File: config.mk
export PLATFORM = sky130hd
export DESIGN_NAME = phy_mode_control
export DESIGN_NICKNAME = d
export VERILOG_FILES = /design/src/hdl/phy_ctrl_pkg.sv /design/src/hdl/phy_mode_control.sv
export VERILOG_INCLUDE_DIRS = /design/src /design/src/hdl
export SDC_FILE = /design/constraint.sdc
export NUM_CORES = 1
export LEC_CHECK = 0
export BUFFER_PORTS_ARGS = -buffer_cell sky130_fd_sc_hd__buf_4
export CORE_ASPECT_RATIO = 0.75
export CORE_MARGIN = 1.5
export CORE_UTILIZATION = 39
export DETAILED_ROUTE_END_ITERATION = 16
export PLACE_DENSITY = 0.6
export SETUP_SLACK_MARGIN = 0.15
export SYNTH_ARGS = -nofsm -noshare
export SYNTH_HDL_FRONTEND = slang
export SYNTH_SLANG_ARGS = --single-unit
File: constraint.sdc
create_clock -name core_clk -period 4.1 [get_ports core_clk]
set_clock_uncertainty 0.2 [all_clocks]
set_input_delay 1.025 -clock core_clk [delete_from_list [all_inputs] [get_ports core_clk]]
set_output_delay 1.025 -clock core_clk [all_outputs]
set_load 0.01 [all_outputs]
File: src/hdl/phy_ctrl_cfg.svh
/*
 register offsets, field positions, reset values and timing counts of the phy mode
 control and interrupt block. assumes a management access port on core_clk.
*/
// Behaviour
// - led active level from strap at reset: low strap active high, high active low
// - software forces leds through register 18h; reads never show live pins
// - half duplex: carrier sense on transmit or receive activity
// - full duplex: no collision reporting; carrier sense only on receive
// - every other mii signal identical in both duplex modes
// - fiber mode duplex comes from bit 8 of register 00h
// - fiber strap loads ability strap a into bit 8; others ignored
// - bit 14 of 00h loops transmit data to receive, nothing to medium
// - loopback state shown in bit 3 of status 10h
// - after reset pin is power-down input; 11h bit 0 makes it irq output
// - pin as input and low means power-down like 00h bit 11
// - management still answers in power-down; output enable exits it
// - irq off after reset; 11h bit 1 enables, gated by 12h low byte mask
// - enabled pending interrupt drives pin low without a clock edge
// - 12h upper byte shows pending; a read of it clears all and releases pin unless a source rises that cycle
// - 0003h to 11h sets both enables; 0060h to 12h unmasks energy and link
// - energy detect: idle stays low power with periodic pulses; activity wakes
// - diagnostics registers are page 2, chosen through page select 13h
// - polarity inversion in 10h bit 12 and 1ah bit 4
// - polarity valid only in 10 mb or negotiated 100 mb
// - crossed pairs shown in 10h bit 14, clear for normal
// - cable length estimate at page 2 14h, valid at 100 mb with link
`ifndef PHY_CTRL_CFG_SVH
`define PHY_CTRL_CFG_SVH

`define OFS_BASIC_MODE_CONTROL 5'h00
`define OFS_PHY_STATUS 5'h10
`define OFS_INTERRUPT_CONTROL 5'h11
`define OFS_INTERRUPT_STATUS_MASK 5'h12
`define OFS_PAGE_SELECT 5'h13
`define OFS_CABLE_LENGTH_ESTIMATE 5'h14
`define OFS_LED_DIRECT_CONTROL 5'h18
`define OFS_TEN_MB_STATUS_CONTROL 5'h1a
`define OFS_ENERGY_DETECT_CONTROL 5'h1d

`define BMC_LOOPBACK 14
`define BMC_POWER_DOWN 11
`define BMC_DUPLEX 8
`define STS_MDIX 14
`define STS_POLARITY 12
`define STS_LOOPBACK 3
`define TEN_POLARITY 4
`define ICTL_PIN_OE 0
`define ICTL_IRQ_EN 1
`define EDC_ENABLE 15
`define PAGE_DIAG 3'h2

`define SRC_ENERGY 6
`define SRC_LINK 5

`define BMC_RESET 16'h3100
`define ICTL_RESET 16'h0000
`define MASK_RESET 8'h00
`define EDC_RESET 16'h0000

`define ED_PULSE_PERIOD_US 10
`define ED_PULSE_PERIOD_CYC (`ED_PULSE_PERIOD_US * 100)

`endif

File: src/hdl/phy_ctrl_pkg.sv
/*
 types of the phy mode control and interrupt block.
 assumes nothing beyond a single clock domain.
*/
package phy_ctrl_pkg;

typedef enum logic [2:0] {
    ED_OFF = 3'b001,
    ED_SLEEP = 3'b010,
    ED_AWAKE = 3'b100
} ed_state_t;

typedef struct packed {
    logic [3:0] txd;
    logic txEn;
} mii_tx_t;

typedef struct packed {
    logic [3:0] rxd;
    logic rxDv;
    logic crs;
    logic col;
} mii_rx_t;

typedef struct packed {
    logic [15:0] bmc;
    logic [15:0] ictl;
    logic [7:0] pend;
    logic [7:0] mask;
    logic [2:0] page;
    logic [15:0] ledCtl;
    logic [15:0] edc;
    logic [2:0] ledPolLow;
    logic strapDone;
    logic [1:0] pinSync;
    logic [7:0] srcPrev;
    logic [15:0] rdData;
    ed_state_t edState;
    logic [15:0] edCnt;
    logic edPulse;
    logic [2:0] ledOut;
    mii_rx_t rx;
    mii_tx_t mediaTx;
} state_t;

endpackage : phy_ctrl_pkg

File: src/hdl/phy_mode_control.sv
/*
 management registers, duplex, loopback, power-down/interrupt pin, energy detect,
 leds and diagnostics status of a single port transceiver.
 assumes the management frame engine presents one-cycle read/write strobes on core_clk
 and the analog side supplies link, activity and diagnostics levels on core_clk.
*/
`timescale 1ns/10ps
`include "phy_ctrl_cfg.svh"

module phy_mode_control (
    input wire logic core_clk,
    input wire logic srst,
    input wire logic mgmtWrite,
    input wire logic mgmtRead,
    input wire logic [4:0] mgmtAddr,
    input wire logic [15:0] mgmtWdata,
    output logic [15:0] mgmtRdata,
    input wire logic [2:0] ledStrapIn,
    input wire logic neg_ability_strap_a,
    input wire logic neg_ability_strap_b,
    input wire logic neg_enable_strap,
    input wire logic fiber_mode_strap_pin,
    input wire logic pinIn,
    output logic pinOut,
    output logic pinOe_n,
    input wire logic [7:0] irqSources,
    input wire logic lineEnergy,
    input wire logic linkUp,
    input wire logic speed100,
    input wire logic autoNegotiated,
    input wire logic polarityInv,
    input wire logic mdixActive,
    input wire logic [7:0] cableLength,
    input wire logic [2:0] ledFunction,
    input wire phy_ctrl_pkg::mii_tx_t miiTx,
    input wire phy_ctrl_pkg::mii_rx_t mediaRx,
    output phy_ctrl_pkg::mii_rx_t miiRx,
    output phy_ctrl_pkg::mii_tx_t mediaTx,
    output logic [2:0] ledOut,
    output logic powerDown,
    output logic edPulse,
    output logic fullDuplex
);
    import phy_ctrl_pkg::*;

    state_t s_reg;
    state_t s_next;
    logic [7:0] pendVisible;
    logic irqActive;
    logic pinPowerDown;

    // ------------------------------------------------------------
    // read decode
    // ------------------------------------------------------------
    function automatic logic [15:0] readMux(input state_t s, input logic [4:0] a,
                                            input logic [15:0] stsWord,
                                            input logic [7:0] cableLen,
                                            input logic polOk);
        logic [15:0] d;
        d = 16'h0000;
        if (s.page == `PAGE_DIAG && a == `OFS_CABLE_LENGTH_ESTIMATE) begin
            d = {8'h00, cableLen};
        end else begin
            unique case (a)
                `OFS_BASIC_MODE_CONTROL: d = s.bmc;
                `OFS_PHY_STATUS: d = stsWord;
                `OFS_INTERRUPT_CONTROL: d = s.ictl;
                `OFS_INTERRUPT_STATUS_MASK: d = {s.pend, s.mask};
                `OFS_PAGE_SELECT: d = {13'h0000, s.page};
                `OFS_LED_DIRECT_CONTROL: d = s.ledCtl;
                `OFS_TEN_MB_STATUS_CONTROL: d = {11'h000, polOk, 4'h0};
                `OFS_ENERGY_DETECT_CONTROL: d = s.edc;
                default: d = 16'h0000;
            endcase
        end
        return d;
    endfunction : readMux

    logic polValid;
    logic [15:0] statusWord;
    logic cableValid;

    always_comb begin
        polValid = polarityInv & (~speed100 | autoNegotiated);
        cableValid = speed100 & linkUp;
        statusWord = 16'h0000;
        statusWord[`STS_MDIX] = mdixActive;
        statusWord[`STS_POLARITY] = polValid;
        statusWord[`STS_LOOPBACK] = s_reg.bmc[`BMC_LOOPBACK];
        statusWord[2] = s_reg.edState == ED_SLEEP;
        statusWord[1] = speed100;
        statusWord[0] = linkUp;
    end

    // ------------------------------------------------------------
    // next state
    // ------------------------------------------------------------
    always_comb begin
        logic [7:0] rise;
        logic rdStatus;
        logic duplex;
        rise = 8'h00;
        rdStatus = 1'b0;
        duplex = 1'b0;
        s_next = s_reg;
        s_next.pinSync = {s_reg.pinSync[0], pinIn};
        s_next.srcPrev = irqSources;
        s_next.edPulse = 1'b0;
        // straps are caught once after reset release
        if (!s_reg.strapDone) begin
            s_next.strapDone = 1'b1;
            s_next.ledPolLow = ledStrapIn;
            if (fiber_mode_strap_pin) begin
                s_next.bmc[`BMC_DUPLEX] = neg_ability_strap_a;
                s_next.bmc[12] = 1'b0;
            end else begin
                s_next.bmc[12] = neg_enable_strap;
                s_next.bmc[`BMC_DUPLEX] = neg_ability_strap_b;
            end
        end
        // register writes, answered even in power-down
        if (mgmtWrite) begin
            unique case (mgmtAddr)
                `OFS_BASIC_MODE_CONTROL: s_next.bmc = mgmtWdata;
                `OFS_INTERRUPT_CONTROL: s_next.ictl = mgmtWdata;
                `OFS_INTERRUPT_STATUS_MASK: s_next.mask = mgmtWdata[7:0];
                `OFS_PAGE_SELECT: s_next.page = mgmtWdata[2:0];
                `OFS_LED_DIRECT_CONTROL: s_next.ledCtl = mgmtWdata;
                `OFS_ENERGY_DETECT_CONTROL: s_next.edc = mgmtWdata;
                default: s_next.ledCtl = s_next.ledCtl;
            endcase
        end
        if (mgmtRead) begin
            s_next.rdData = readMux(s_reg, mgmtAddr, statusWord, cableValid ? cableLength :
                                    8'h00, polValid);
            rdStatus = (mgmtAddr == `OFS_INTERRUPT_STATUS_MASK) &&
                       !(s_reg.page == `PAGE_DIAG && mgmtAddr == `OFS_CABLE_LENGTH_ESTIMATE);
        end
        // pending flags: a new event beats the read clear
        rise = irqSources & ~s_reg.srcPrev;
        s_next.pend = (rdStatus ? 8'h00 : s_reg.pend) | rise;
        // energy detect: sleep on idle line, pulse periodically, wake on energy
        unique case (s_reg.edState)
            ED_OFF: begin
                if (s_reg.edc[`EDC_ENABLE] && !lineEnergy) begin
                    s_next.edState = ED_SLEEP;
                    s_next.edCnt = 16'h0000;
                end
            end
            ED_SLEEP: begin
                if (!s_reg.edc[`EDC_ENABLE]) begin
                    s_next.edState = ED_OFF;
                end else if (lineEnergy) begin
                    s_next.edState = ED_AWAKE;
                end else if (s_reg.edCnt == 16'(`ED_PULSE_PERIOD_CYC - 1)) begin
                    s_next.edCnt = 16'h0000;
                    s_next.edPulse = 1'b1;
                end else begin
                    s_next.edCnt = s_reg.edCnt + 16'h0001;
                end
            end
            ED_AWAKE: begin
                if (!s_reg.edc[`EDC_ENABLE] || !lineEnergy) begin
                    s_next.edState = s_reg.edc[`EDC_ENABLE] ? ED_SLEEP : ED_OFF;
                    s_next.edCnt = 16'h0000;
                end
            end
            default: s_next.edState = ED_OFF;
        endcase
        // leds: direct override bits [2:0] with values in [5:3]
        for (int i = 0; i < 3; i++) begin
            logic on;
            on = s_reg.ledCtl[i] ? s_reg.ledCtl[i + 3] : ledFunction[i];
            s_next.ledOut[i] = on ^ s_reg.ledPolLow[i];
        end
        // mii path
        duplex = s_reg.bmc[`BMC_DUPLEX];
        if (s_reg.bmc[`BMC_LOOPBACK]) begin
            s_next.rx.rxd = miiTx.txd;
            s_next.rx.rxDv = miiTx.txEn;
            s_next.mediaTx = '0;
        end else begin
            s_next.rx.rxd = mediaRx.rxd;
            s_next.rx.rxDv = mediaRx.rxDv;
            s_next.mediaTx = miiTx;
        end
        if (duplex) begin
            s_next.rx.crs = s_next.rx.rxDv | mediaRx.crs;
            s_next.rx.col = 1'b0;
        end else begin
            s_next.rx.crs = s_next.rx.rxDv | mediaRx.crs | miiTx.txEn;
            s_next.rx.col = miiTx.txEn & (mediaRx.crs | mediaRx.rxDv) &
                            ~s_reg.bmc[`BMC_LOOPBACK];
        end
        if (srst) begin
            s_next = '0;
            s_next.bmc = `BMC_RESET;
            s_next.ictl = `ICTL_RESET;
            s_next.mask = `MASK_RESET;
            s_next.edc = `EDC_RESET;
            s_next.edState = ED_OFF;
            s_next.pinSync = 2'b11;
            // a source already high at release is no event
            s_next.srcPrev = irqSources;
        end
    end

    always_ff @(posedge core_clk) begin
        s_reg <= s_next;
    end

    // ------------------------------------------------------------
    // pin and outputs
    // ------------------------------------------------------------
    always_comb begin
        pendVisible = s_reg.pend & s_reg.mask;
        irqActive = s_reg.ictl[`ICTL_IRQ_EN] & (|pendVisible);
        pinPowerDown = ~s_reg.ictl[`ICTL_PIN_OE] & ~s_reg.pinSync[1];
        pinOe_n = ~s_reg.ictl[`ICTL_PIN_OE];
        pinOut = ~irqActive;
    end

    assign mgmtRdata = s_reg.rdData;
    assign powerDown = s_reg.bmc[`BMC_POWER_DOWN] | pinPowerDown;
    assign edPulse = s_reg.edPulse;
    assign fullDuplex = s_reg.bmc[`BMC_DUPLEX];
    assign miiRx = s_reg.rx;
    assign mediaTx = s_reg.mediaTx;
    assign ledOut = s_reg.ledOut;

endmodule : phy_mode_control

# Word-level counts from Yosys, hierarchy flattened
# Cells that the tools add are included.
dict set report word_totals {
  reg_bits 148
  input_bits 70
  out_inout_bits 36
  word_cells 116
}
dict set report op_classes {
  add_sub_neg 1
  eq_ne 18
  muxes 28
  bitwise 25
  reduce_logical 21
}
# op count
set ops {}
lappend ops {{$pmux 16 s8} 1}
lappend ops {{$mux 16} 3}
lappend ops {{$pmux 16 s3} 1}
lappend ops {{$eq 5x5->1 const B} 8}
lappend ops {{$mux 19} 2}
lappend ops {{$mux 17} 2}
lappend ops {{$mux 29} 1}
lappend ops {{$add 16x1->16 const B} 1}
lappend ops {{$and 8x8->8} 2}
lappend ops {{$eq 16x10->1 const B} 1}
lappend ops {{$mux 8} 2}
lappend ops {{$mux 13} 1}
lappend ops {{$reduce_and 2->1} 6}
lappend ops {{$mux 1} 9}
lappend ops {{$pmux 3 s3} 1}
lappend ops {{$ne 2x2->1 const B} 4}
lappend ops {{$not 8->8} 1}
lappend ops {{$or 8x8->8} 1}
lappend ops {{$reduce_or 8->1} 1}
lappend ops {{$not 1->1} 7}
lappend ops {{$and 1x1->1} 6}
lappend ops {{$eq 3x2->1 const B} 2}
lappend ops {{$mux 3} 2}
lappend ops {{$logic_not 5->1} 1}
lappend ops {{15 further kinds} 27}

# Longest topological paths before layout
dict set report logic_depth {
  ltp_word 7
  mapped_depth 8
  mapped_depth_nobuf 6
}

# Worst setup path before layout
# OpenSTA, ideal clock, no wires.
dict set report synth_timing {
  path_kind {input to register}
  from {input port mgmtAddr[4]}
  to {register s_reg[100] in the netlist's numbering}
  setup_ps 128
  arrival_ps 2364
  required_ps 3772
  setup_slack_ps 1408
  path_stages 8
  n_path_buf 3
  cell_sequence {buf_2 -> or3b_1 -> buf_2 -> nor2b_1 -> buf_4 -> nand2_2 -> mux2i_1 -> nor2_1}
}
dict set report synth_between {
  elab_chain_len 2
}
# item line_no
set synth_rtl {}
lappend synth_rtl {{start: declaration} phy_mode_control.sv:15} ;# input wire logic [4:0] mgmtAddr,
lappend synth_rtl {{$eq 5x5->1} phy_mode_control.sv:123} ;# unique case (mgmtAddr)
lappend synth_rtl {{$reduce_and 2->1 (no source line)} n/a}
lappend synth_rtl {{end signal: assignment} phy_mode_control.sv:209} ;# s_reg <= s_next;
lappend synth_rtl {{end: declaration} phy_mode_control.sv:46} ;# state_t s_reg;
# No other way between the ends.
# A chain may end at the register's enable or synchronous reset.

# Final worst setup path
dict set report layout_timing {
  from {input port mgmtAddr[1]}
  to {register s_reg[112] in the netlist's numbering}
}
dict set report layout_between {
  elab_chain_len 7
  elab_cells_between_ends 8
  cone_classes {2 x eq/ne; 2 x mux; 1 x bitwise; 3 x reduce/logical}
}
# item line_no
set layout_rtl {}
lappend layout_rtl {{$eq 5x5->1 (no source line)} n/a}
lappend layout_rtl {{$logic_and 1x1->1 (no source line)} n/a}
lappend layout_rtl {{$logic_not 1->1} phy_mode_control.sv:137} ;# !(s_reg.page == `PAGE_DIAG && mgmtAddr == `OFS_CABLE_LENGTH_ESTIMATE);
lappend layout_rtl {{$logic_and 1x1->1 *} phy_mode_control.sv:136} ;# rdStatus = (mgmtAddr == `OFS_INTERRUPT_STATUS_MASK) &&
lappend layout_rtl {{$mux 1 *} phy_mode_control.sv:133} ;# if (mgmtRead) begin
lappend layout_rtl {{$mux 8 *} phy_mode_control.sv:141} ;# s_next.pend = (rdStatus ? 8'h00 : s_reg.pend) | rise;
lappend layout_rtl {{$or 8x8->8 *} phy_mode_control.sv:141}
# Mark *: on every way between the ends. The rest lies on a longest branch, timed or not.

==> run metrics <==
Final WS setup=1260 ps; Core Area=16100 um2; Detailed Route Iter0 Violations=443; max frequency=0.352 GHz; Final Cell Area=7750 um2; row count=40; area share of the largest cell type after synthesis=46.1%; synth top area cells=dfxtp_1 (46%), mux2i_1 (7.2%), nand2_1 (6.8%); endpoints failing setup=0; drt first pass iters=6; filler instances=1539; post-route ant nets=0; DIE HEIGHT=114 um; worst-margin pin slew=974 ps; dpl hpwl=13000 um; area grow syn2layout=20.7%; sequential share of the synthesized area=46.1%; Min-Delay Path Depth=1; PostCTS Resize Cnt=0; switching share of power=23.0%; post-route setup TNS=0 ps; worst path cell trace=buf_4 -> nor2b_1 -> nor2b_1 -> buf_4 -> nand2_1 -> a21oi_1 -> nor2_1; global route overflow=0; Post-Syn Nets=808; clock buffer depth=2; async set-reset flop share out of synthesis=0%; relative max-transition margin=34.8%; Critical Path RT=4190 ps; Static Leakage=3.05 nW; internal power=2.58 mW; via count=5590; CTS buffer count=17; Ports=106; number of distinct library cells after synthesis=65; main flop type after synthesis=dfxtp_1; Mapped Area=6420 um2; critical path arrival=2930 ps; clk_lat worst skew=430 ps; status=completed; Max FO, Critical Path=20; startpoint class of the critical path=input pin; Mapped Avg Cell Area=8.71 um2; CP Class=in2reg; die footprint=17300 um2; DP Area=7120 um2; max FFs per register=115; Starting Density=40.0%; Total GRT Usage=22.0%; Period Utilization, post-route=69.4%; CTS Sinks=148; Post-Syn Instances=737; pin count of the biggest net entering global routing=78; # diodes=0; CTS hold repair buffers=0; antenna violations before repair=0; Clock transition at path regs=60 ps; drt total wl=18300 um; CP Capture Type=register; Die X=151 um; H-tree depth=4; routed length per instance=17.9 um; setup bufs post-CTS=0; Final Max Tran Viols=0; worst r2r path cells=5; RSZ-0062 raised after global routing=false; Comb power frac=5.9%; pre-CTS worst setup slack=830 ps; cell taking the most area after synthesis=dfxtp_1; sequential share of power=44.4%; most common cell in the synthesized netlist=dfxtp_1; Clk pwr share=49.7%; DRC violations left=0; Final nets=871; Worst path slowest cell=nor2b_1; RD Place Congestion=0.851; Psw=771 uW; # port buffers=104; Post-synth EDFFs=0; # Max-Cap Violations=0; Synth top cells by count=dfxtp_1 (148), nand2_1 (117), a21oi_1 (76), nor2_1 (69), mux2i_1 (46); worst min path class=reg2reg; Yosys warnings=0; worst vdd ir=0.285 mV; Hold Vio Cnt, Final=0; power per cell area=432 nW/um2; vias in the first global route=5205; FF+latch count, synth=148; post-layout min period=2840 ps; first-pass GRT wire length=28500 um; CTS Root Cell=clkbuf_16; post-DR vias/cell=5.46; layout cells sized above 1=20.5%; crit-path max cell delay=490 ps; CTS tree=built
## worst max-delay path, delay by kind of cell
| kind | cells | cell delay [ps] |
|---|---|---|
| AND/OR/NAND/NOR | 4 | 1160 |
| AO/OA/AOI/OAI | 1 | 220 |
| buffers and inverters | 2 | 510 |
## logic make-up after synthesis
kind of cell / Yosys count / share of synthesized area (%)
buf+inv: 83 / 7.50
flops: 148 / 46.1
mux: 46 / 7.17
simple gates: 282 / 21.1
xor+xnor: 7 / 0.955
compound gates: 170 / 16.9
fa+ha+maj: 1 / 0.195
## layout make-up
cell class                 count  area, um2  share of cell area, %
tap                          210        263                   3.39
clock buffer                  18        429                   5.53
sequential                   148       2960                   38.2
clock inverter                14        201                   2.60
timing repair buffer         118        886                   11.4
inverter                       9       33.8                  0.436
multi-input combinational    506       2980                   38.4
## power groups by stage
stage | clock, mW | sequential, mW | combinational (mW)
after floorplan | 0 | 1.51 | 0.104
after global placement | 0 | 1.52 | 0.192
after detailed placement | 0 | 1.52 | 0.196
after CTS | 1.69 | 1.49 | 0.197
after global routing | 1.76 | 1.49 | 0.213
final | 1.67 | 1.49 | 0.197
## worst paths after layout
| kind | startpoint | endpoint | slack [ps] |
|---|---|---|---|
| worst max-delay path | mgmtAddr[1] | s_reg[112] | 1260 |
| worst min-delay path | s_reg[59] | s_reg[60] | 210 |
| worst max register to register | s_reg[80] | s_reg[23] | 1700 |
| worst min register to register | s_reg[59] | s_reg[60] | 210 |
## through the flow
| stage | hold slack (ps) | utilization (%) | power (mW) | instances |
|---|---|---|---|---|
| 6_report | 211 | 48.3 | 3.35 | 1023 |
| 5_1_grt | 241 | 48.3 | 3.46 | 1023 |
| 4_1_cts | 218 | 48.3 | 3.37 | 1023 |
| 3_5_place_dp | 203 | 44.3 | 1.71 | 991 |
| 3_3_place_gp | 199 | 44.3 | 1.71 | 991 |
| 2_1_floorplan | 189 | - | 1.61 | 737 |
## layout by cell type, fill, tap and decap left out, drive strengths merged, types with 4 or more instances in the layout
master and count:
a21boi 5, a21oi 77, a221oi 6, a22oi 20
a31oi 4, a32oi 9, and2 9, and3 4
buf 118, bufinv 4, clkbuf 18, clkinv 6
dfxtp 148, inv 11, mux2i 46, nand2 118
nand2b 4, nand3 7, nand4 5, nor2 71
nor2b 19, nor3 12, nor4 6, o21ai 18
o22ai 6, or3 8, or4 4, xor2 6
## metal layers
layer / GRT usage [%] / wire length [um] / vias up
met5: 0 / 0 / -
met3: 4.70 / 1650 / 22
li1: - / - / 2689
met2: 30.0 / 7440 / 234
met4: 7.57 / 240 / 0
met1: 33.6 / 8980 / 2645
No activity file was read; power rests on OpenSTA's default activity.
